==> src/cpsr_pkg.sv <==
/*
  Shared constants and carrier types for the processor status flag register.
  Assumes a single hclk domain and word-wide AHB-Lite register access.
*/
package cpsr_pkg;

  // register byte offsets, decoded on haddr[7:0]
  localparam logic [7:0] OFF_STATUS     = 8'h00;
  localparam logic [7:0] OFF_CORE_CTRL  = 8'h04;
  localparam logic [7:0] OFF_INTR_CTRL1 = 8'h08;
  localparam logic [7:0] OFF_EV_STATUS  = 8'h0c;
  localparam logic [7:0] OFF_EV_CLEAR   = 8'h10;
  localparam logic [7:0] OFF_EV_ENABLE  = 8'h14;
  localparam logic [7:0] OFF_PRIORITY   = 8'h18;

  // status word field positions
  localparam int B_OA     = 15;
  localparam int B_OB     = 14;
  localparam int B_SA     = 13;
  localparam int B_SB     = 12;
  localparam int B_OAB    = 11;
  localparam int B_SAB    = 10;
  localparam int B_DA     = 9;
  localparam int B_DC     = 8;
  localparam int B_IPL_LO = 5;
  localparam int B_RA     = 4;
  localparam int B_N      = 3;
  localparam int B_OV     = 2;
  localparam int B_Z      = 1;
  localparam int B_C      = 0;

  // control register field positions
  localparam int B_IPL_MSB  = 3;
  localparam int B_NEST_DIS = 15;

  // event status / enable / clear bit positions
  localparam int EV_ACC_OVF = 0;
  localparam int EV_SAT     = 1;
  localparam int EV_ALU_OV  = 2;
  localparam int EV_W       = 3;

  localparam logic [2:0]  IPL_USER_OFF = 3'h7;
  localparam logic [2:0]  HSIZE_WORD   = 3'h2;

  // values after reset
  localparam logic [15:0] STATUS_RST   = 16'h0000;
  localparam logic        CORE_MSB_RST = 1'h0;
  localparam logic        NEST_DIS_RST = 1'h0;
  localparam logic [2:0]  EV_RST       = 3'h0;
  localparam logic [2:0]  EV_EN_RST    = 3'h0;

  typedef struct packed {
    logic        valid;
    logic        is_byte;
    logic        is_sub;
    logic [15:0] op_a;
    logic [15:0] op_b;
  } cpsr_alu_t;

  typedef struct packed {
    logic valid;
    logic ovf_a;
    logic ovf_b;
    logic sat_a;
    logic sat_b;
  } cpsr_acc_t;

  typedef struct packed {
    logic       load;
    logic [2:0] level;
  } cpsr_ipl_t;

endpackage

==> src/cpsr_sticky.sv <==
/*
  Vector of sticky flags: set wins over clear in the same cycle.
  Assumes set and clr come from logic on the same clock.
*/
module cpsr_sticky #(
  parameter int           W       = 3,
  parameter logic [W-1:0] RST_VAL = '0
) (
  input  wire logic         clk,
  input  wire logic         rst_n,
  input  wire logic [W-1:0] set,
  input  wire logic [W-1:0] clr,
  output logic      [W-1:0] q,
  output logic      [W-1:0] q_nxt
);

  logic [W-1:0] q_r;

  // an event landing on the clearing cycle must not be lost
  always_comb begin
    q_nxt = (q_r & ~clr) | set;
  end

  always_ff @(posedge clk or negedge rst_n) begin
    if (!rst_n) begin
      q_r <= RST_VAL;
    end else begin
      q_r <= q_nxt;
    end
  end

  assign q = q_r;

endmodule // cpsr_sticky

==> src/cpsr_flag_reg.sv <==
/*
  Processor status flag register with AHB-Lite access, ALU flag generation,
  accumulator flags, loop activity, priority level and event interrupt.
  Assumes ALU, accumulator, loop and priority sources run on hclk.
*/
// The AHB-Lite register port and the address map were chosen for this implementation.
// Operation
// RL1: priority field holds level 0..7 directly; 7 disables user interrupts.
// RL2: effective priority is the control msb above the three level bits.
// RL3: control msb set blocks user interrupts regardless of lower bits.
// RL4: nesting disable makes the priority field ignore software writes.
// RL5: status write sets saturation flags directly or clears both via combined bit.
// RL6: software should avoid bit operations on saturation flags.
// RL7: repeat flag reads one while a repeat loop runs; read-only.
// RL8: negative flag follows sign of the ALU result.
// RL9: signed overflow flag set when the sign bit changes wrongly.
// RL10: zero flag cleared by nonzero result, set by zero result.
// RL11: carry flag shows carry out of result msb.
// RL12: nibble carry from bit 3 for bytes, bit 7 for words.
// RL13: overflow flags per accumulator, combined OR, saturation flags sticky.
// RL14: loop flag reads one while a DO loop runs; read-only.
module cpsr_flag_reg (
  input  wire logic                hclk,
  input  wire logic                hresetn,
  input  wire logic                hsel,
  input  wire logic [31:0]         haddr,
  input  wire logic [1:0]          htrans,
  input  wire logic                hwrite,
  input  wire logic [2:0]          hsize,
  input  wire logic [31:0]         hwdata,
  input  wire logic                hready,
  output logic      [31:0]         hrdata,
  output logic                     hreadyout,
  output logic                     hresp,
  input  wire cpsr_pkg::cpsr_alu_t alu_upd,
  input  wire cpsr_pkg::cpsr_acc_t acc_upd,
  input  wire cpsr_pkg::cpsr_ipl_t ipl_upd,
  input  wire logic                do_loop_busy,
  input  wire logic                repeat_busy,
  output logic      [15:0]         cpu_status_reg,
  output logic      [3:0]          cpu_priority,
  output logic                     user_irq_blocked,
  output logic                     irq
);

  // bus state
  logic        dp_wr_r;
  logic        dp_wr_nxt;
  logic [7:0]  dp_addr_r;
  logic [7:0]  dp_addr_nxt;
  logic [31:0] hrdata_r;
  logic [31:0] hrdata_nxt;
  logic        hreadyout_r;
  logic        hresp_r;
  logic        addr_phase;

  // flag state
  logic [15:0] status_r;
  logic [15:0] status_nxt;
  logic        core_msb_r;
  logic        core_msb_nxt;
  logic        nest_dis_r;
  logic        nest_dis_nxt;
  logic [2:0]  ev_en_r;
  logic [2:0]  ev_en_nxt;
  logic [3:0]  prio_r;
  logic        blocked_r;
  logic        irq_r;

  // events
  logic [2:0]  ev_set;
  logic [2:0]  ev_clr;
  logic [2:0]  ev_q;
  logic [2:0]  ev_q_nxt;

  // ALU datapath
  logic [15:0] b_eff;
  logic [16:0] sum_word;
  logic [8:0]  sum_byte;
  logic [4:0]  sum_nib;
  logic        alu_n;
  logic        alu_ov;
  logic        alu_z;
  logic        alu_c;
  logic        alu_dc;

  logic        wr_status;
  logic        wr_core;
  logic        wr_intr;
  logic        wr_ev_clr;
  logic        wr_ev_en;

  assign addr_phase = hsel && htrans[1] && hready;
  // only whole-word writes land; narrower ones are answered but dropped
  assign wr_status = dp_wr_r && (dp_addr_r == cpsr_pkg::OFF_STATUS);
  assign wr_core   = dp_wr_r && (dp_addr_r == cpsr_pkg::OFF_CORE_CTRL);
  assign wr_intr   = dp_wr_r && (dp_addr_r == cpsr_pkg::OFF_INTR_CTRL1);
  assign wr_ev_clr = dp_wr_r && (dp_addr_r == cpsr_pkg::OFF_EV_CLEAR);
  assign wr_ev_en  = dp_wr_r && (dp_addr_r == cpsr_pkg::OFF_EV_ENABLE);

  always_comb begin
    b_eff    = alu_upd.is_sub ? ~alu_upd.op_b : alu_upd.op_b;
    sum_word = {1'b0, alu_upd.op_a} + {1'b0, b_eff} + {16'h0000, alu_upd.is_sub};
    sum_byte = {1'b0, alu_upd.op_a[7:0]} + {1'b0, b_eff[7:0]} + {8'h00, alu_upd.is_sub};
    sum_nib  = {1'b0, alu_upd.op_a[3:0]} + {1'b0, b_eff[3:0]} + {4'h0, alu_upd.is_sub};
    if (alu_upd.is_byte) begin
      alu_c  = sum_byte[8]; // see RL11
      alu_dc = sum_nib[4]; // see RL12
      alu_n  = sum_byte[7]; // see RL8
      alu_ov = (alu_upd.op_a[7] == b_eff[7]) && (sum_byte[7] != alu_upd.op_a[7]); // see RL9
      alu_z  = (sum_byte[7:0] == 8'h00); // see RL10
    end else begin
      alu_c  = sum_word[16]; // see RL11
      alu_dc = sum_byte[8]; // see RL12
      alu_n  = sum_word[15]; // see RL8
      alu_ov = (alu_upd.op_a[15] == b_eff[15]) && (sum_word[15] != alu_upd.op_a[15]); // see RL9
      alu_z  = (sum_word[15:0] == 16'h0000); // see RL10
    end
  end

  // software first, hardware last: a flag update in the write cycle wins
  always_comb begin
    status_nxt   = status_r;
    core_msb_nxt = core_msb_r;
    nest_dis_nxt = nest_dis_r;
    ev_en_nxt    = ev_en_r;
    if (wr_status) begin
      status_nxt[cpsr_pkg::B_OA] = hwdata[cpsr_pkg::B_OA];
      status_nxt[cpsr_pkg::B_OB] = hwdata[cpsr_pkg::B_OB];
      status_nxt[cpsr_pkg::B_DC] = hwdata[cpsr_pkg::B_DC];
      status_nxt[cpsr_pkg::B_N]  = hwdata[cpsr_pkg::B_N];
      status_nxt[cpsr_pkg::B_OV] = hwdata[cpsr_pkg::B_OV];
      status_nxt[cpsr_pkg::B_Z]  = hwdata[cpsr_pkg::B_Z];
      status_nxt[cpsr_pkg::B_C]  = hwdata[cpsr_pkg::B_C];
      if (!nest_dis_r) begin
        status_nxt[cpsr_pkg::B_IPL_LO +: 3] = hwdata[cpsr_pkg::B_IPL_LO +: 3]; // see RL4
      end
      if (!hwdata[cpsr_pkg::B_SAB]) begin
        status_nxt[cpsr_pkg::B_SA] = 1'b0; // see RL5
        status_nxt[cpsr_pkg::B_SB] = 1'b0;
      end else begin
        status_nxt[cpsr_pkg::B_SA] = hwdata[cpsr_pkg::B_SA]; // see RL5
        status_nxt[cpsr_pkg::B_SB] = hwdata[cpsr_pkg::B_SB];
      end
    end
    if (wr_core) begin
      core_msb_nxt = hwdata[cpsr_pkg::B_IPL_MSB];
    end
    if (wr_intr) begin
      nest_dis_nxt = hwdata[cpsr_pkg::B_NEST_DIS];
    end
    if (wr_ev_en) begin
      ev_en_nxt = hwdata[cpsr_pkg::EV_W-1:0];
    end
    if (alu_upd.valid) begin
      status_nxt[cpsr_pkg::B_N]  = alu_n;
      status_nxt[cpsr_pkg::B_OV] = alu_ov;
      status_nxt[cpsr_pkg::B_Z]  = alu_z;
      status_nxt[cpsr_pkg::B_C]  = alu_c;
      status_nxt[cpsr_pkg::B_DC] = alu_dc;
    end
    if (acc_upd.valid) begin
      status_nxt[cpsr_pkg::B_OA] = acc_upd.ovf_a; // see RL13
      status_nxt[cpsr_pkg::B_OB] = acc_upd.ovf_b;
      // saturation only ever sets here; software alone clears
      if (acc_upd.sat_a) begin
        status_nxt[cpsr_pkg::B_SA] = 1'b1; // see RL13
      end
      if (acc_upd.sat_b) begin
        status_nxt[cpsr_pkg::B_SB] = 1'b1;
      end
    end
    if (ipl_upd.load) begin
      status_nxt[cpsr_pkg::B_IPL_LO +: 3] = ipl_upd.level; // see RL1
    end
    status_nxt[cpsr_pkg::B_RA]  = repeat_busy; // see RL7
    status_nxt[cpsr_pkg::B_DA]  = do_loop_busy; // see RL14
    status_nxt[cpsr_pkg::B_OAB] = status_nxt[cpsr_pkg::B_OA] | status_nxt[cpsr_pkg::B_OB]; // see RL13
    status_nxt[cpsr_pkg::B_SAB] = status_nxt[cpsr_pkg::B_SA] | status_nxt[cpsr_pkg::B_SB];
  end

  always_ff @(posedge hclk or negedge hresetn) begin
    if (!hresetn) begin
      status_r   <= cpsr_pkg::STATUS_RST;
      core_msb_r <= cpsr_pkg::CORE_MSB_RST;
      nest_dis_r <= cpsr_pkg::NEST_DIS_RST;
      ev_en_r    <= cpsr_pkg::EV_EN_RST;
      prio_r     <= 4'h0;
      blocked_r  <= 1'b0;
      irq_r      <= 1'b0;
    end else begin
      status_r   <= status_nxt;
      core_msb_r <= core_msb_nxt;
      nest_dis_r <= nest_dis_nxt;
      ev_en_r    <= ev_en_nxt;
      prio_r     <= {core_msb_nxt, status_nxt[cpsr_pkg::B_IPL_LO +: 3]}; // see RL2
      blocked_r  <= core_msb_nxt // see RL3
                    || (status_nxt[cpsr_pkg::B_IPL_LO +: 3] == cpsr_pkg::IPL_USER_OFF); // see RL1
      irq_r      <= |(ev_q_nxt & ev_en_nxt);
    end
  end

  always_comb begin
    ev_set                      = 3'h0;
    ev_set[cpsr_pkg::EV_ACC_OVF] = acc_upd.valid && (acc_upd.ovf_a || acc_upd.ovf_b);
    ev_set[cpsr_pkg::EV_SAT]     = acc_upd.valid && (acc_upd.sat_a || acc_upd.sat_b);
    ev_set[cpsr_pkg::EV_ALU_OV]  = alu_upd.valid && alu_ov;
    ev_clr                      = wr_ev_clr ? hwdata[cpsr_pkg::EV_W-1:0] : 3'h0;
  end

  cpsr_sticky #(
    .W       (cpsr_pkg::EV_W),
    .RST_VAL (cpsr_pkg::EV_RST)
  ) u_ev_sticky (
    .clk   (hclk),
    .rst_n (hresetn),
    .set   (ev_set),
    .clr   (ev_clr),
    .q     (ev_q),
    .q_nxt (ev_q_nxt)
  );

  // read data sampled from next-state values so a write in the preceding
  // data phase is already visible with no wait state
  always_comb begin
    dp_wr_nxt   = addr_phase && hwrite && (hsize == cpsr_pkg::HSIZE_WORD);
    dp_addr_nxt = addr_phase ? haddr[7:0] : dp_addr_r;
    hrdata_nxt  = 32'h0000_0000;
    if (addr_phase && !hwrite) begin
      case (haddr[7:0])
        cpsr_pkg::OFF_STATUS:     hrdata_nxt = {16'h0000, status_nxt};
        cpsr_pkg::OFF_CORE_CTRL:  hrdata_nxt = {28'h0000000, core_msb_nxt, 3'h0};
        cpsr_pkg::OFF_INTR_CTRL1: hrdata_nxt = {16'h0000, nest_dis_nxt, 15'h0000};
        cpsr_pkg::OFF_EV_STATUS:  hrdata_nxt = {29'h00000000, ev_q_nxt};
        cpsr_pkg::OFF_EV_ENABLE:  hrdata_nxt = {29'h00000000, ev_en_nxt};
        cpsr_pkg::OFF_PRIORITY:   hrdata_nxt = {27'h0000000,
                                               core_msb_nxt || (status_nxt[7:5] == cpsr_pkg::IPL_USER_OFF),
                                               core_msb_nxt, status_nxt[cpsr_pkg::B_IPL_LO +: 3]};
        default:                  hrdata_nxt = 32'h0000_0000;
      endcase
    end
  end

  always_ff @(posedge hclk or negedge hresetn) begin
    if (!hresetn) begin
      dp_wr_r     <= 1'b0;
      dp_addr_r   <= 8'h00;
      hrdata_r    <= 32'h0000_0000;
      hreadyout_r <= 1'b0;
      hresp_r     <= 1'b0;
    end else begin
      dp_wr_r     <= dp_wr_nxt;
      dp_addr_r   <= dp_addr_nxt;
      hrdata_r    <= hrdata_nxt;
      hreadyout_r <= 1'b1;
      hresp_r     <= 1'b0;
    end
  end

  assign hrdata           = hrdata_r;
  assign hreadyout        = hreadyout_r;
  assign hresp            = hresp_r;
  assign cpu_status_reg   = status_r;
  assign cpu_priority     = prio_r;
  assign user_irq_blocked = blocked_r;
  assign irq              = irq_r;

  // checking
  logic [16:0] chk_word;
  logic [8:0]  chk_lo;
  logic        chk_add;
  logic        chk_ov;

  assign chk_word = {1'b0, alu_upd.op_a} + {1'b0, alu_upd.op_b};
  assign chk_lo   = {1'b0, alu_upd.op_a[7:0]} + {1'b0, alu_upd.op_b[7:0]};
  assign chk_add  = alu_upd.valid && !alu_upd.is_byte && !alu_upd.is_sub;
  assign chk_ov   = (alu_upd.op_a[15] == alu_upd.op_b[15]) && (chk_word[15] != alu_upd.op_a[15]);
endmodule // cpsr_flag_reg

==> config.mk <==
export PLATFORM = sky130hd
export DESIGN_NAME = cpsr_flag_reg
export DESIGN_NICKNAME = d
export VERILOG_FILES = /design/src/cpsr_pkg.sv /design/src/cpsr_sticky.sv /design/src/cpsr_flag_reg.sv
export SDC_FILE = /design/constraint.sdc
export NUM_CORES = 1
export LEC_CHECK = 0
export BUFFER_PORTS_ARGS = -buffer_cell sky130_fd_sc_hd__buf_4
export CORE_AREA = 2 2 95 97
export CTS_BUF_LIST = sky130_fd_sc_hd__clkbuf_2 sky130_fd_sc_hd__clkbuf_4 sky130_fd_sc_hd__clkbuf_8
export DETAILED_ROUTE_END_ITERATION = 10
export DIE_AREA = 0 0 97 99
export MAX_ROUTING_LAYER = met4
export PLACE_DENSITY_LB_ADDON = 0.05
export SLEW_MARGIN = 0
export SYNTH_ARGS = -nofsm -noshare
export SYNTH_HDL_FRONTEND = slang
export SYNTH_SLANG_ARGS = --single-unit
==> constraint.sdc <==
create_clock -name hclk -period 2.45 [get_ports hclk]
set_clock_uncertainty 0.2 [all_clocks]
set_input_delay 0 -clock hclk [delete_from_list [all_inputs] [get_ports hclk]]
set_output_delay 0 -clock hclk [all_outputs]
set_load 0.01 [all_outputs]
==> results.sh, run 1 <==
export IMPL_worst_setup_path_type="register to register"
export IMPL_worst_setup_hold_path_clk_slew_ns=0.10
export IMPL_multiInputGateArea_um2=2130
export IMPL_end_kind="register"
export IMPL_grt_setup_unrepaired="yes"
export IMPL_antennaDiodeCount=0
export IMPL_vias_per_cell=5.05
export IMPL_share_of_the_clock_period_used_by_the_worst_path=1.02
export IMPL_final_critical_path_setup_slack_ns=-0.0577
export IMPL_core_rowCount=34
export IMPL_cts_htree_levels=2
export IMPL_clkLatencyLatePin_ns=0.31
export IMPL_post_synth_inst_count=384
export IMPL_post_route_drc_count=0
export IMPL_start_util=0.419
export IMPL_firstDrtPassIters=6
export IMPL_gpl_final_weighted_congestion=0.894
export IMPL_power_net_switching_mw=0.794
export IMPL_combinationalPowerShare=0.389
export IMPL_holdCritPathClass="primary input to register"
export IMPL_pleak_nw=2.62
export IMPL_synth_top_area_share=0.363
export IMPL_achievable_frequency_mhz=399
export IMPL_cp_data_required_time_ns=2.45
export IMPL_grt_pass1_wl_um=16500
export IMPL_clkPwrFrac=0.236
export IMPL_buffer_ports_inserted=114
export IMPL_slew_violations=0
export IMPL_clkSinkCount=52
export IMPL_period_minus_slack_ns=2.51
export IMPL_leading_cell_types_by_total_area_after_synthesis="sky130_fd_sc_hd__dfrtp_1 (36%), sky130_fd_sc_hd__ha_1 (5.9%), sky130_fd_sc_hd__buf_4 (4.8%)"
export IMPL_grt_pass1_vias=3639
export IMPL_seq_area_frac_synth=0.363
export IMPL_critPathArrivalTime_ns=2.51
export IMPL_cts_buffer_depth=2
export IMPL_run_status="finished with violations"
export IMPL_yosys_cell_types_count=62
export IMPL_gr_usage_all_layers=0.213
export IMPL_largest_fanout_of_any_net_on_the_critical_path=2
export IMPL_syn_to_final_growth_pct=54.1
export IMPL_critical_path_startpoint="dp_addr_r[2]"
export IMPL_globalRoute_totalOverflow=0
export IMPL_cts_buffers_inserted=5
export IMPL_max_cap_violations=0
export IMPL_drt_iter0_drc=46
export IMPL_cts_root_buf="sky130_fd_sc_hd__clkbuf_8"
export IMPL_worst_vdd_rail_ir_drop_uv=261
export IMPL_cts_tree="yes"
export IMPL_core_region_area_um2=8550
export IMPL_synthDominantAreaCellType="sky130_fd_sc_hd__dfrtp_1"
export IMPL_fin_nets=726
export IMPL_timing_slew_headroom=0.559
export IMPL_largest_reg_flops=16
export IMPL_final_cell_area_um2=5520
export IMPL_fillerInstances=746
export IMPL_pwr_share_seq=0.376
export IMPL_drt_total_wl_um=9940
export IMPL_layout_core_utilization=0.646
export IMPL_grt_max_degree=53
export IMPL_p_per_area_nw_per_um2=458
export IMPL_max_slew_worst_pin_slew_ns=0.661
export IMPL_number_of_flops_mapped_to_enable_cells_by_yosys=0
export IMPL_final_cell_mix="sky130_fd_sc_hd__buf_4 (170), sky130_fd_sc_hd__dfrtp_1 (52), sky130_fd_sc_hd__dlygate4sd3_1 (44), sky130_fd_sc_hd__nand2_1 (31), sky130_fd_sc_hd__nor2_1 (28)"
export IMPL_hold_viol_final=0
export IMPL_drive_above_1_share=0.379
export IMPL_post_synth_cell_area_avg_um2=9.33
export IMPL_dpl_cell_area_um2=4880
export IMPL_intPower_mw=1.74
export IMPL_die_h_um=99
export IMPL_worst_setup_path_start_kind="register"
export IMPL_ant_nets=0
export IMPL_ys_dominant_reg_cell="sky130_fd_sc_hd__dfrtp_1"
export IMPL_cpPeakStageDelay_ns=0.56
export IMPL_antenna_found_initial=0
export IMPL_most_common_cell_after_layout_fill_and_taps_aside="sky130_fd_sc_hd__buf_4"
export IMPL_die_x_extent_um=97
export IMPL_pin_count=176
export IMPL_postSynth_asyncResetShare=1.00
export IMPL_via_count=3518
export IMPL_final_setup_viol_count=1
export IMPL_switching_share=0.314
export IMPL_violations="negative setup slack"
export IMPL_die_area_um2=9600
export IMPL_netlist_area_um2=3580
export IMPL_detailedPlacementHpwl_um=7660
export IMPL_regArea_um2=1300
export IMPL_detail_route_wl_per_cell_um=14.3
export IMPL_crit_reg2reg_launch="dp_addr_r[2]"
export IMPL_crit_slowest_cell="sky130_fd_sc_hd__or4_4"
export IMPL_timing_critical_path_cells="or4_4 > nor4b_4 > mux2i_1 > nor2_1 > a21oi_2 > o22ai_2 > a32o_1 > a22o_1"
export IMPL_hold_path_startpoint="hready"
export IMPL_post_synthesis_sequential_element_count=52
export IMPL_synth_yosys_warnings=0
through the flow:
stage | cells | hold WS (ns) | TNS (ns) | power, mW | setup WS [ns]
finish | 697 | 0.00539 | -0.0577 | 2.53 | -0.0577
global route | 697 | 0.0315 | -0.266 | 2.68 | -0.166
CTS | 697 | 0.00407 | -0.112 | 2.53 | -0.0664
detailed placement | 644 | -0.127 | -1.40 | 1.87 | -0.282
global placement | 644 | -0.133 | -0.854 | 1.86 | -0.181
floorplan | 400 | -0.496 | -0.244 | 1.48 | -0.108
power by group through the flow:
stage	registers [mW]	clock network, mW	logic, mW
2_1_floorplan	0.974	0	0.503
3_3_place_gp	0.963	0	0.897
3_5_place_dp	0.966	0	0.909
4_1_cts	0.950	0.610	0.970
5_1_grt	0.958	0.639	1.08
6_report	0.951	0.596	0.983
repair_timing:
| action | in CTS | in global routing |
|---|---|---|
| buffers inserted | 1 | 0 |
| setup endpoints to repair | 5 | 9 |
| hold buffers | 44 | 0 |
| gates resized for setup | 3 | 14 |
| pin swaps | 6 | 1 |
| endpoints found under the hold margin | 102 | 0 |
path summary, 6_finish.rpt:
check                                   end  slack [ns]  depth (start not counted)
setup / recovery                  hrdata[2]       -0.06                          8
hold / removal                 dp_addr_r[2]       0.005                          5
setup reg to reg                  hrdata[2]       -0.06                          8
hold reg to reg            u_ev_sticky.q[0]        0.33                          2
max in group asynchronous  u_ev_sticky.q[0]        1.55                          2
min in group asynchronous      dp_addr_r[1]        0.06                          2
cell usage after synthesis, types with 4 or more instances:
cell type	n
sky130_fd_sc_hd__a21oi_1	26
sky130_fd_sc_hd__a221oi_1	4
sky130_fd_sc_hd__a22oi_1	5
sky130_fd_sc_hd__and2_1	5
sky130_fd_sc_hd__and3_1	5
sky130_fd_sc_hd__buf_2	4
sky130_fd_sc_hd__buf_4	23
sky130_fd_sc_hd__clkbuf_1	7
sky130_fd_sc_hd__dfrtp_1	52
sky130_fd_sc_hd__ha_1	17
sky130_fd_sc_hd__inv_1	18
sky130_fd_sc_hd__mux2_2	11
sky130_fd_sc_hd__mux2i_1	14
sky130_fd_sc_hd__nand2_1	31
sky130_fd_sc_hd__nand2b_1	6
sky130_fd_sc_hd__nand3_1	8
sky130_fd_sc_hd__nor2_1	29
sky130_fd_sc_hd__nor2b_1	5
sky130_fd_sc_hd__nor3_1	7
sky130_fd_sc_hd__nor4_1	5
sky130_fd_sc_hd__o211ai_1	5
sky130_fd_sc_hd__o21a_1	4
sky130_fd_sc_hd__o21ai_0	18
sky130_fd_sc_hd__xnor2_1	6
sky130_fd_sc_hd__xor2_1	16
layer usage:
| layer | routed length, um | share of wire | vias up | track usage |
|---|---|---|---|---|
| li1 | - | - | 1740 | - |
| met1 | 3970 | 0.40 | 1662 | 0.232 |
| met2 | 5370 | 0.54 | 101 | 0.401 |
| met3 | 408 | 0.041 | 15 | 0.0270 |
| met4 | 184 | 0.019 | 0 | 0.0683 |
| met5 | 0 | 0 | - | - |
cells by family after synthesis:
family                   share of synthesized area
other                                      0.00210
XOR/XNOR                                    0.0538
buffers and inverters                       0.0821
AO/OA/AOI/OAI                                0.189
multiplexers                                0.0775
AND/OR/NAND/NOR                              0.168
adder cells (fa/ha/maj)                     0.0650
flip-flops                                   0.363
area by class of cell:
| class | instances | area share |
|---|---|---|
| Clock inverter | 3 | 0.00861 |
| Clock buffer | 5 | 0.0125 |
| Multi-Input combinational cell | 294 | 0.386 |
| Tap cell | 108 | 0.0245 |
| Sequential cell | 52 | 0.236 |
| Inverter | 18 | 0.0122 |
| Timing Repair Buffer | 217 | 0.320 |
worst max-delay path, delay by kind of cell, from the launching register on:
kind | cells | cell delay, ns
muxes | 1 | 0.21
and+or+nand+nor | 3 | 0.90
DFF | 1 | 0.40
AOI/OAI and AO/OA | 4 | 0.69
No activity file was read; power rests on OpenSTA's default activity.
==> inputs of run 2 (changes only) <==
--- a/config.mk
+++ b/config.mk
@@ -10,6 +10,7 @@
 export CTS_BUF_LIST = sky130_fd_sc_hd__clkbuf_2 sky130_fd_sc_hd__clkbuf_4 sky130_fd_sc_hd__clkbuf_8
 export DETAILED_ROUTE_END_ITERATION = 10
 export DIE_AREA = 0 0 97 99
+export GPL_TIMING_DRIVEN = 0
 export MAX_ROUTING_LAYER = met4
 export PLACE_DENSITY_LB_ADDON = 0.05
 export SLEW_MARGIN = 0
==> results.sh, run 2 (same netlist as run 1, synthesis figures left out) <==
export IMPL_die_area_um2=9600
export IMPL_detailedPlacementHpwl_um=6990
export IMPL_post_route_drc_count=0
export IMPL_grt_max_degree=53
export IMPL_clkLatencyLatePin_ns=0.30
export IMPL_final_cell_area_um2=5360
export IMPL_worst_setup_path_type="register to register"
export IMPL_cts_root_buf="sky130_fd_sc_hd__clkbuf_8"
export IMPL_holdCritPathClass="primary input to register"
export IMPL_hold_viol_final=0
export IMPL_worst_vdd_rail_ir_drop_uv=237
export IMPL_grt_pass1_vias=3306
export IMPL_slew_violations=0
export IMPL_violations="negative setup slack"
export IMPL_p_per_area_nw_per_um2=458
export IMPL_worst_setup_path_start_kind="register"
export IMPL_drt_total_wl_um=9350
export IMPL_clkSinkCount=52
export IMPL_core_rowCount=34
export IMPL_gpl_final_weighted_congestion=0.859
export IMPL_p_total_mw=2.46
export IMPL_detail_route_wl_per_cell_um=13.9
export IMPL_grt_setup_unrepaired="yes"
export IMPL_antennaDiodeCount=0
export IMPL_post_place_ws_ns=-0.504
export IMPL_cts_tree="yes"
export IMPL_buffer_ports_inserted=111
export IMPL_most_common_cell_after_layout_fill_and_taps_aside="sky130_fd_sc_hd__buf_4"
export IMPL_vias_per_cell=5.01
export IMPL_drive_above_1_share=0.366
export IMPL_pleak_nw=2.50
export IMPL_worst_setup_hold_path_clk_slew_ns=0.09
export IMPL_via_count=3374
export IMPL_pin_count=176
export IMPL_final_critical_path_setup_slack_ns=-0.117
export IMPL_critPathArrivalTime_ns=2.56
export IMPL_largest_fanout_of_any_net_on_the_critical_path=2
export IMPL_die_h_um=99
export IMPL_run_status="finished with violations"
export IMPL_period_minus_slack_ns=2.57
export IMPL_placed_cells=620
export IMPL_final_setup_viol_count=3
export IMPL_largest_reg_flops=16
export IMPL_grt_pass1_wl_um=15100
export IMPL_max_cap_violations=0
export IMPL_final_cell_mix="sky130_fd_sc_hd__buf_4 (142), sky130_fd_sc_hd__dfrtp_1 (52), sky130_fd_sc_hd__dlygate4sd3_1 (37), sky130_fd_sc_hd__nand2_1 (30), sky130_fd_sc_hd__nor2_1 (27)"
export IMPL_share_of_the_clock_period_used_by_the_worst_path=1.05
export IMPL_gr_usage_all_layers=0.195
export IMPL_fillerInstances=733
export IMPL_layout_cells_non_filler=673
export IMPL_fin_nets=702
export IMPL_achievable_frequency_mhz=390
export IMPL_cts_htree_levels=2
export IMPL_antenna_found_initial=0
export IMPL_cts_buffer_depth=2
export IMPL_ant_nets=0
export IMPL_cts_buffers_inserted=5
export IMPL_cp_data_required_time_ns=2.45
export IMPL_drt_iter0_drc=80
export IMPL_timing_slew_headroom=0.559
export IMPL_dpl_cell_area_um2=4660
export IMPL_syn_to_final_growth_pct=49.6
export IMPL_end_kind="register"
export IMPL_max_slew_worst_pin_slew_ns=0.662
export IMPL_worst_slack_on_hold_paths_ns=0.00601
export IMPL_globalRoute_totalOverflow=0
export IMPL_die_x_extent_um=97
export IMPL_start_util=0.419
export IMPL_core_region_area_um2=8550
export IMPL_firstDrtPassIters=4
-- run 2: cell types whose count changed in the layout (fill, tap and decap cells not counted), moves of 3 or more --
cell	previous run	this run
sky130_fd_sc_hd__a21oi_1	21	18
sky130_fd_sc_hd__buf_2	0	3
sky130_fd_sc_hd__buf_4	170	142
sky130_fd_sc_hd__clkbuf_1	0	6
sky130_fd_sc_hd__dlygate4sd3_1	44	37
sky130_fd_sc_hd__ha_1	17	14
-- run 2: metal layers --
metal	global-route usage	wire length, um	share of wire
met5	-	0	0
met4	0.0466	113	0.012
met3	0.0284	419	0.045
met2	0.372	5030	0.54
met1	0.213	3780	0.40
-- run 2: worst max-delay path, stage by stage (launching register included) --
cell,delay [ns]
sky130_fd_sc_hd__dfrtp_1,0.39
sky130_fd_sc_hd__or4_4,0.57
sky130_fd_sc_hd__nor4b_4,0.29
sky130_fd_sc_hd__mux2i_1,0.23
sky130_fd_sc_hd__nor2_1,0.07
sky130_fd_sc_hd__a21oi_2,0.21
sky130_fd_sc_hd__o22ai_1,0.11
sky130_fd_sc_hd__a32o_1,0.22
sky130_fd_sc_hd__a22o_1,0.18
-- run 2: what timing repair did --
item,4_1_cts,5_1_grt
hold buffers,36,1
pin swaps,11,3
endpoints found under the hold margin,95,1
resized for setup,15,19
buffers inserted,5,4
endpoints found under the setup margin,11,15
-- run 2: power by group --
part / total, mW / internal (mW) / switching [mW]
Combinational: 0.914 / 0.458 / 0.457
Clock: 0.588 / 0.315 / 0.273
Sequential: 0.954 / 0.911 / 0.0428
Total: 2.46 / 1.68 / 0.773
-- run 2: cell type report --
class / count / area, um^2 / share of cell area
buffer: 35 / 251 / 0.0469
clock buffer: 6 / 76.3 / 0.0142
clock inverter: 2 / 35.0 / 0.00654
inverter: 18 / 67.6 / 0.0126
multi-input combinational: 294 / 2210 / 0.413
sequential: 52 / 1300 / 0.243
tap: 108 / 135 / 0.0252
timing repair buffer: 158 / 1280 / 0.239
-- run 2: metrics by stage --
stage / util / setup TNS (ns)
detailed placement: 0.545 / -2.49
global route: 0.627 / -0.876
global placement: 0.544 / -3.04
floorplan: - / -0.244
finish: 0.627 / -0.185
CTS: 0.613 / -0.265
-- run 2: path summary, 6_finish.rpt --
path	from	to	slack, ns	cells past startpoint
worst max-delay path	dp_addr_r[7]	hrdata[2]	-0.12	8
worst min-delay path	htrans[1]	hrdata[4]	0.006	4
worst max register to register	dp_addr_r[7]	hrdata[2]	-0.12	8
worst min register to register	u_ev_sticky.q[0]	u_ev_sticky.q[0]	0.31	2
max in group asynchronous	hresetn	u_ev_sticky.q[0]	1.54	2
min in group asynchronous	hresetn	cpu_priority[2]	0.06	2
==> inputs of run 3 (changes only) <==
--- a/config.mk
+++ b/config.mk
@@ -5,11 +5,12 @@
 export SDC_FILE = /design/constraint.sdc
 export NUM_CORES = 1
 export LEC_CHECK = 0
+export ABC_AREA = 1
 export BUFFER_PORTS_ARGS = -buffer_cell sky130_fd_sc_hd__buf_4
-export CORE_AREA = 2 2 95 97
+export CORE_AREA = 2 2 96 98
 export CTS_BUF_LIST = sky130_fd_sc_hd__clkbuf_2 sky130_fd_sc_hd__clkbuf_4 sky130_fd_sc_hd__clkbuf_8
 export DETAILED_ROUTE_END_ITERATION = 10
-export DIE_AREA = 0 0 97 99
+export DIE_AREA = 0 0 98 100
 export GPL_TIMING_DRIVEN = 0
 export MAX_ROUTING_LAYER = met4
 export PLACE_DENSITY_LB_ADDON = 0.05
==> results.sh, run 3 <==
export IMPL_run_status="finished, final reports clean"
export IMPL_synth_yosys_warnings=0
export IMPL_fillerInstances=802
export IMPL_holdCritPathClass="primary input to register"
export IMPL_final_critical_path_setup_slack_ns=0.0863
export IMPL_cts_buffers_inserted=5
export IMPL_max_slew_worst_pin_slew_ns=0.646
export IMPL_yosys_cell_types_count=46
export IMPL_hold_viol_final=0
export IMPL_firstDrtPassIters=5
export IMPL_largest_family_of_logic_cells_by_synthesized_area="simple AND/OR/NAND/NOR gates"
export IMPL_grt_max_degree=53
export IMPL_detailedPlacementHpwl_um=7770
export IMPL_cts_buffer_depth=2
export IMPL_post_synthesis_sequential_element_count=52
export IMPL_post_place_ws_ns=-0.559
export IMPL_achievable_frequency_mhz=423
export IMPL_p_total_mw=2.35
export IMPL_yosys_area_share_adder=0.0614
export IMPL_post_synth_cell_area_avg_um2=7.48
export IMPL_grt_pass1_vias=3559
export IMPL_drt_total_wl_um=9920
export IMPL_ant_nets=0
export IMPL_cell_with_the_most_instances_after_synthesis="sky130_fd_sc_hd__nand2_1"
export IMPL_post_route_drc_count=0
export IMPL_pleak_nw=2.94
export IMPL_antenna_found_initial=0
export IMPL_crit_reg2reg_launch="dp_addr_r[6]"
export IMPL_largest_reg_flops=16
export IMPL_critical_path_startpoint="haddr[5]"
export IMPL_p_per_area_nw_per_um2=423
export IMPL_synth_compound_area_share=0.105
export IMPL_final_cell_mix="sky130_fd_sc_hd__buf_4 (139), sky130_fd_sc_hd__nand2_1 (136), sky130_fd_sc_hd__inv_1 (69), sky130_fd_sc_hd__dlygate4sd3_1 (53), sky130_fd_sc_hd__dfrtp_1 (52)"
export IMPL_cts_root_buf="sky130_fd_sc_hd__clkbuf_8"
export IMPL_pin_count=176
export IMPL_core_region_area_um2=8890
export IMPL_synth_top_area_share=0.343
export IMPL_detail_route_wl_per_cell_um=12.2
export IMPL_cp_common_cell="sky130_fd_sc_hd__dlygate4sd3_1"
export IMPL_fin_nets=838
export IMPL_gpl_final_weighted_congestion=0.863
export IMPL_clkLatencyLatePin_ns=0.32
export IMPL_worst_setup_hold_path_clk_slew_ns=0.11
export IMPL_period_minus_slack_ns=2.36
export IMPL_netlist_area_um2=3790
export IMPL_cpPeakStageDelay_ns=0.59
export IMPL_synth_area_mux_share=0
export IMPL_hold_path_startpoint="hsel"
export IMPL_number_of_flops_mapped_to_enable_cells_by_yosys=0
export IMPL_worst_setup_path_start_kind="primary input"
export IMPL_most_common_cell_after_layout_fill_and_taps_aside="sky130_fd_sc_hd__buf_4"
export IMPL_start_util=0.427
export IMPL_worst_vdd_rail_ir_drop_uv=219
export IMPL_post_synth_inst_count=507
export IMPL_crit_slowest_cell="sky130_fd_sc_hd__dlygate4sd3_1"
export IMPL_cts_htree_levels=2
export IMPL_syn_to_final_growth_pct=46.8
export IMPL_crit_path_end="hrdata[4]"
export IMPL_final_setup_viol_count=0
export IMPL_worst_r2r_path_depth=8
export IMPL_synthDominantAreaCellType="sky130_fd_sc_hd__dfrtp_1"
export IMPL_timing_critical_path_cells="dlygate4sd3_1 > buf_4 > nor3_2 > nand2_2 > nor4_4 > nand2_1 > dlygate4sd3_1 > a21oi_2"
export IMPL_end_kind="register"
export IMPL_clkSinkCount=52
export IMPL_vias_per_cell=4.58
export IMPL_timing_slew_headroom=0.569
export IMPL_max_cap_violations=0
export IMPL_antennaDiodeCount=0
export IMPL_drive_above_1_share=0.301
export IMPL_ys_dominant_reg_cell="sky130_fd_sc_hd__dfrtp_1"
export IMPL_share_of_the_clock_period_used_by_the_worst_path=0.965
export IMPL_largest_fanout_of_any_net_on_the_critical_path=5
export IMPL_gr_usage_all_layers=0.213
export IMPL_cts_tree="yes"
export IMPL_grt_setup_unrepaired="yes"
export IMPL_synthSimpleGateAreaFrac=0.315
export IMPL_buffer_ports_inserted=113
export IMPL_synth_top_cells_by_count="sky130_fd_sc_hd__nand2_1 (137), sky130_fd_sc_hd__inv_1 (69), sky130_fd_sc_hd__dfrtp_1 (52)"
export IMPL_worst_setup_path_type="primary input to register"
export IMPL_synth_xor_area_frac=0.0459
export IMPL_slew_violations=0
export IMPL_reg2reg_setup_slack_ns=0.09
export IMPL_drt_iter0_drc=92
export IMPL_globalRoute_totalOverflow=0
export IMPL_die_h_um=100
export IMPL_die_x_extent_um=98
export IMPL_setup_tns_ns=0
export IMPL_leading_cell_types_by_total_area_after_synthesis="sky130_fd_sc_hd__dfrtp_1 (34%), sky130_fd_sc_hd__nand2_1 (14%), sky130_fd_sc_hd__inv_1 (6.8%)"
export IMPL_seq_area_frac_synth=0.343
export IMPL_die_area_um2=9800
export IMPL_postSynth_asyncResetShare=1.00
export IMPL_via_count=3717
export IMPL_cp_data_required_time_ns=2.51
export IMPL_critPathArrivalTime_ns=2.42
export IMPL_reg_to_reg_end="cpu_status_reg[8]"
export IMPL_grt_pass1_wl_um=16500
export IMPL_core_rowCount=35
## run 3: cell types whose count changed in the layout (fill, tap and decap cells not counted), moves of 6 or more
cell	delta
sky130_fd_sc_hd__mux2i_1	-14
sky130_fd_sc_hd__nand3_1	+17
sky130_fd_sc_hd__inv_2	+8
sky130_fd_sc_hd__nand2b_1	-6
sky130_fd_sc_hd__nand2_2	+16
sky130_fd_sc_hd__clkbuf_1	-6
sky130_fd_sc_hd__inv_1	+51
sky130_fd_sc_hd__dlygate4sd3_1	+16
sky130_fd_sc_hd__nand2_4	+6
sky130_fd_sc_hd__nand2_1	+106
sky130_fd_sc_hd__mux2_2	-10
## run 3: metrics by stage
stage / hold slack (ns) / util / area (um^2) / std cells
finish: 0.0293 / 0.626 / 5570 / 812
global placement: -0.129 / 0.544 / 4840 / 747
floorplan: -0.496 / - / 3850 / 523
CTS: 0.0157 / 0.616 / 5470 / 808
global route: 0.0747 / 0.626 / 5570 / 812
detailed placement: -0.130 / 0.544 / 4840 / 747
## run 3: cell families after synthesis
logic type               Yosys count
flip-flops                        52
buffers and inverters            104
adder cells (fa/ha/maj)           18
other                              2
AND/OR/NAND/NOR                  247
XOR/XNOR                          19
AO/OA/AOI/OAI                     65
## run 3: power by group
| group | switching, mW | internal, mW |
|---|---|---|
| logic | 0.479 | 0.415 |
| clock network | 0.309 | 0.210 |
| registers | 0.0361 | 0.905 |
## run 3: cell type report
cell class | count | area, um^2 | share of cell area
plain buffers | 23 | 189 | 0.0339
clock inverters | 3 | 27.5 | 0.00495
repair buffers | 171 | 1420 | 0.254
clock buffers | 5 | 68.8 | 0.0124
flip-flops and latches | 52 | 1300 | 0.234
inverters | 80 | 302 | 0.0542
well taps | 111 | 139 | 0.0250
multi-input cells | 367 | 2120 | 0.381
## run 3: worst min path at each step
stage | end | slack, ns | depth (start not counted)
floorplan | core_msb_r | -0.50 | 0
global placement | hrdata[10] | -0.13 | 1
detailed placement | cpu_status_reg[10] | -0.13 | 1
CTS | dp_addr_r[2] | 0.02 | 4
global route | dp_addr_r[5] | 0.07 | 4
finish | dp_addr_r[2] | 0.03 | 4
## run 3: worst max-delay path: cells and delay by family
kind	cells	cell delay [ns]
buffers and inverters	3	1.27
AND/OR/NAND/NOR	4	1.01
AO/OA/AOI/OAI	1	0.13
## run 3: per-layer routing
layer  global-route usage  routed length [um]  vias to the layer above  part of all wire
met4               0.0662                 201                        0             0.020
met1                0.275                4450                     1629              0.45
li1                     -                   -                     1955                 -
met3               0.0334                 551                       15             0.056
met5                    -                   0                        -                 0
met2                0.347                4710                      118              0.48
## run 3: what timing repair did
item | CTS | global route
setup buffers | 0 | 5
setup endpoints to repair | 6 | 7
resized for setup | 0 | 13
endpoints found under the hold margin | 103 | 2
hold buffers | 54 | 1
pin swaps | 0 | 5
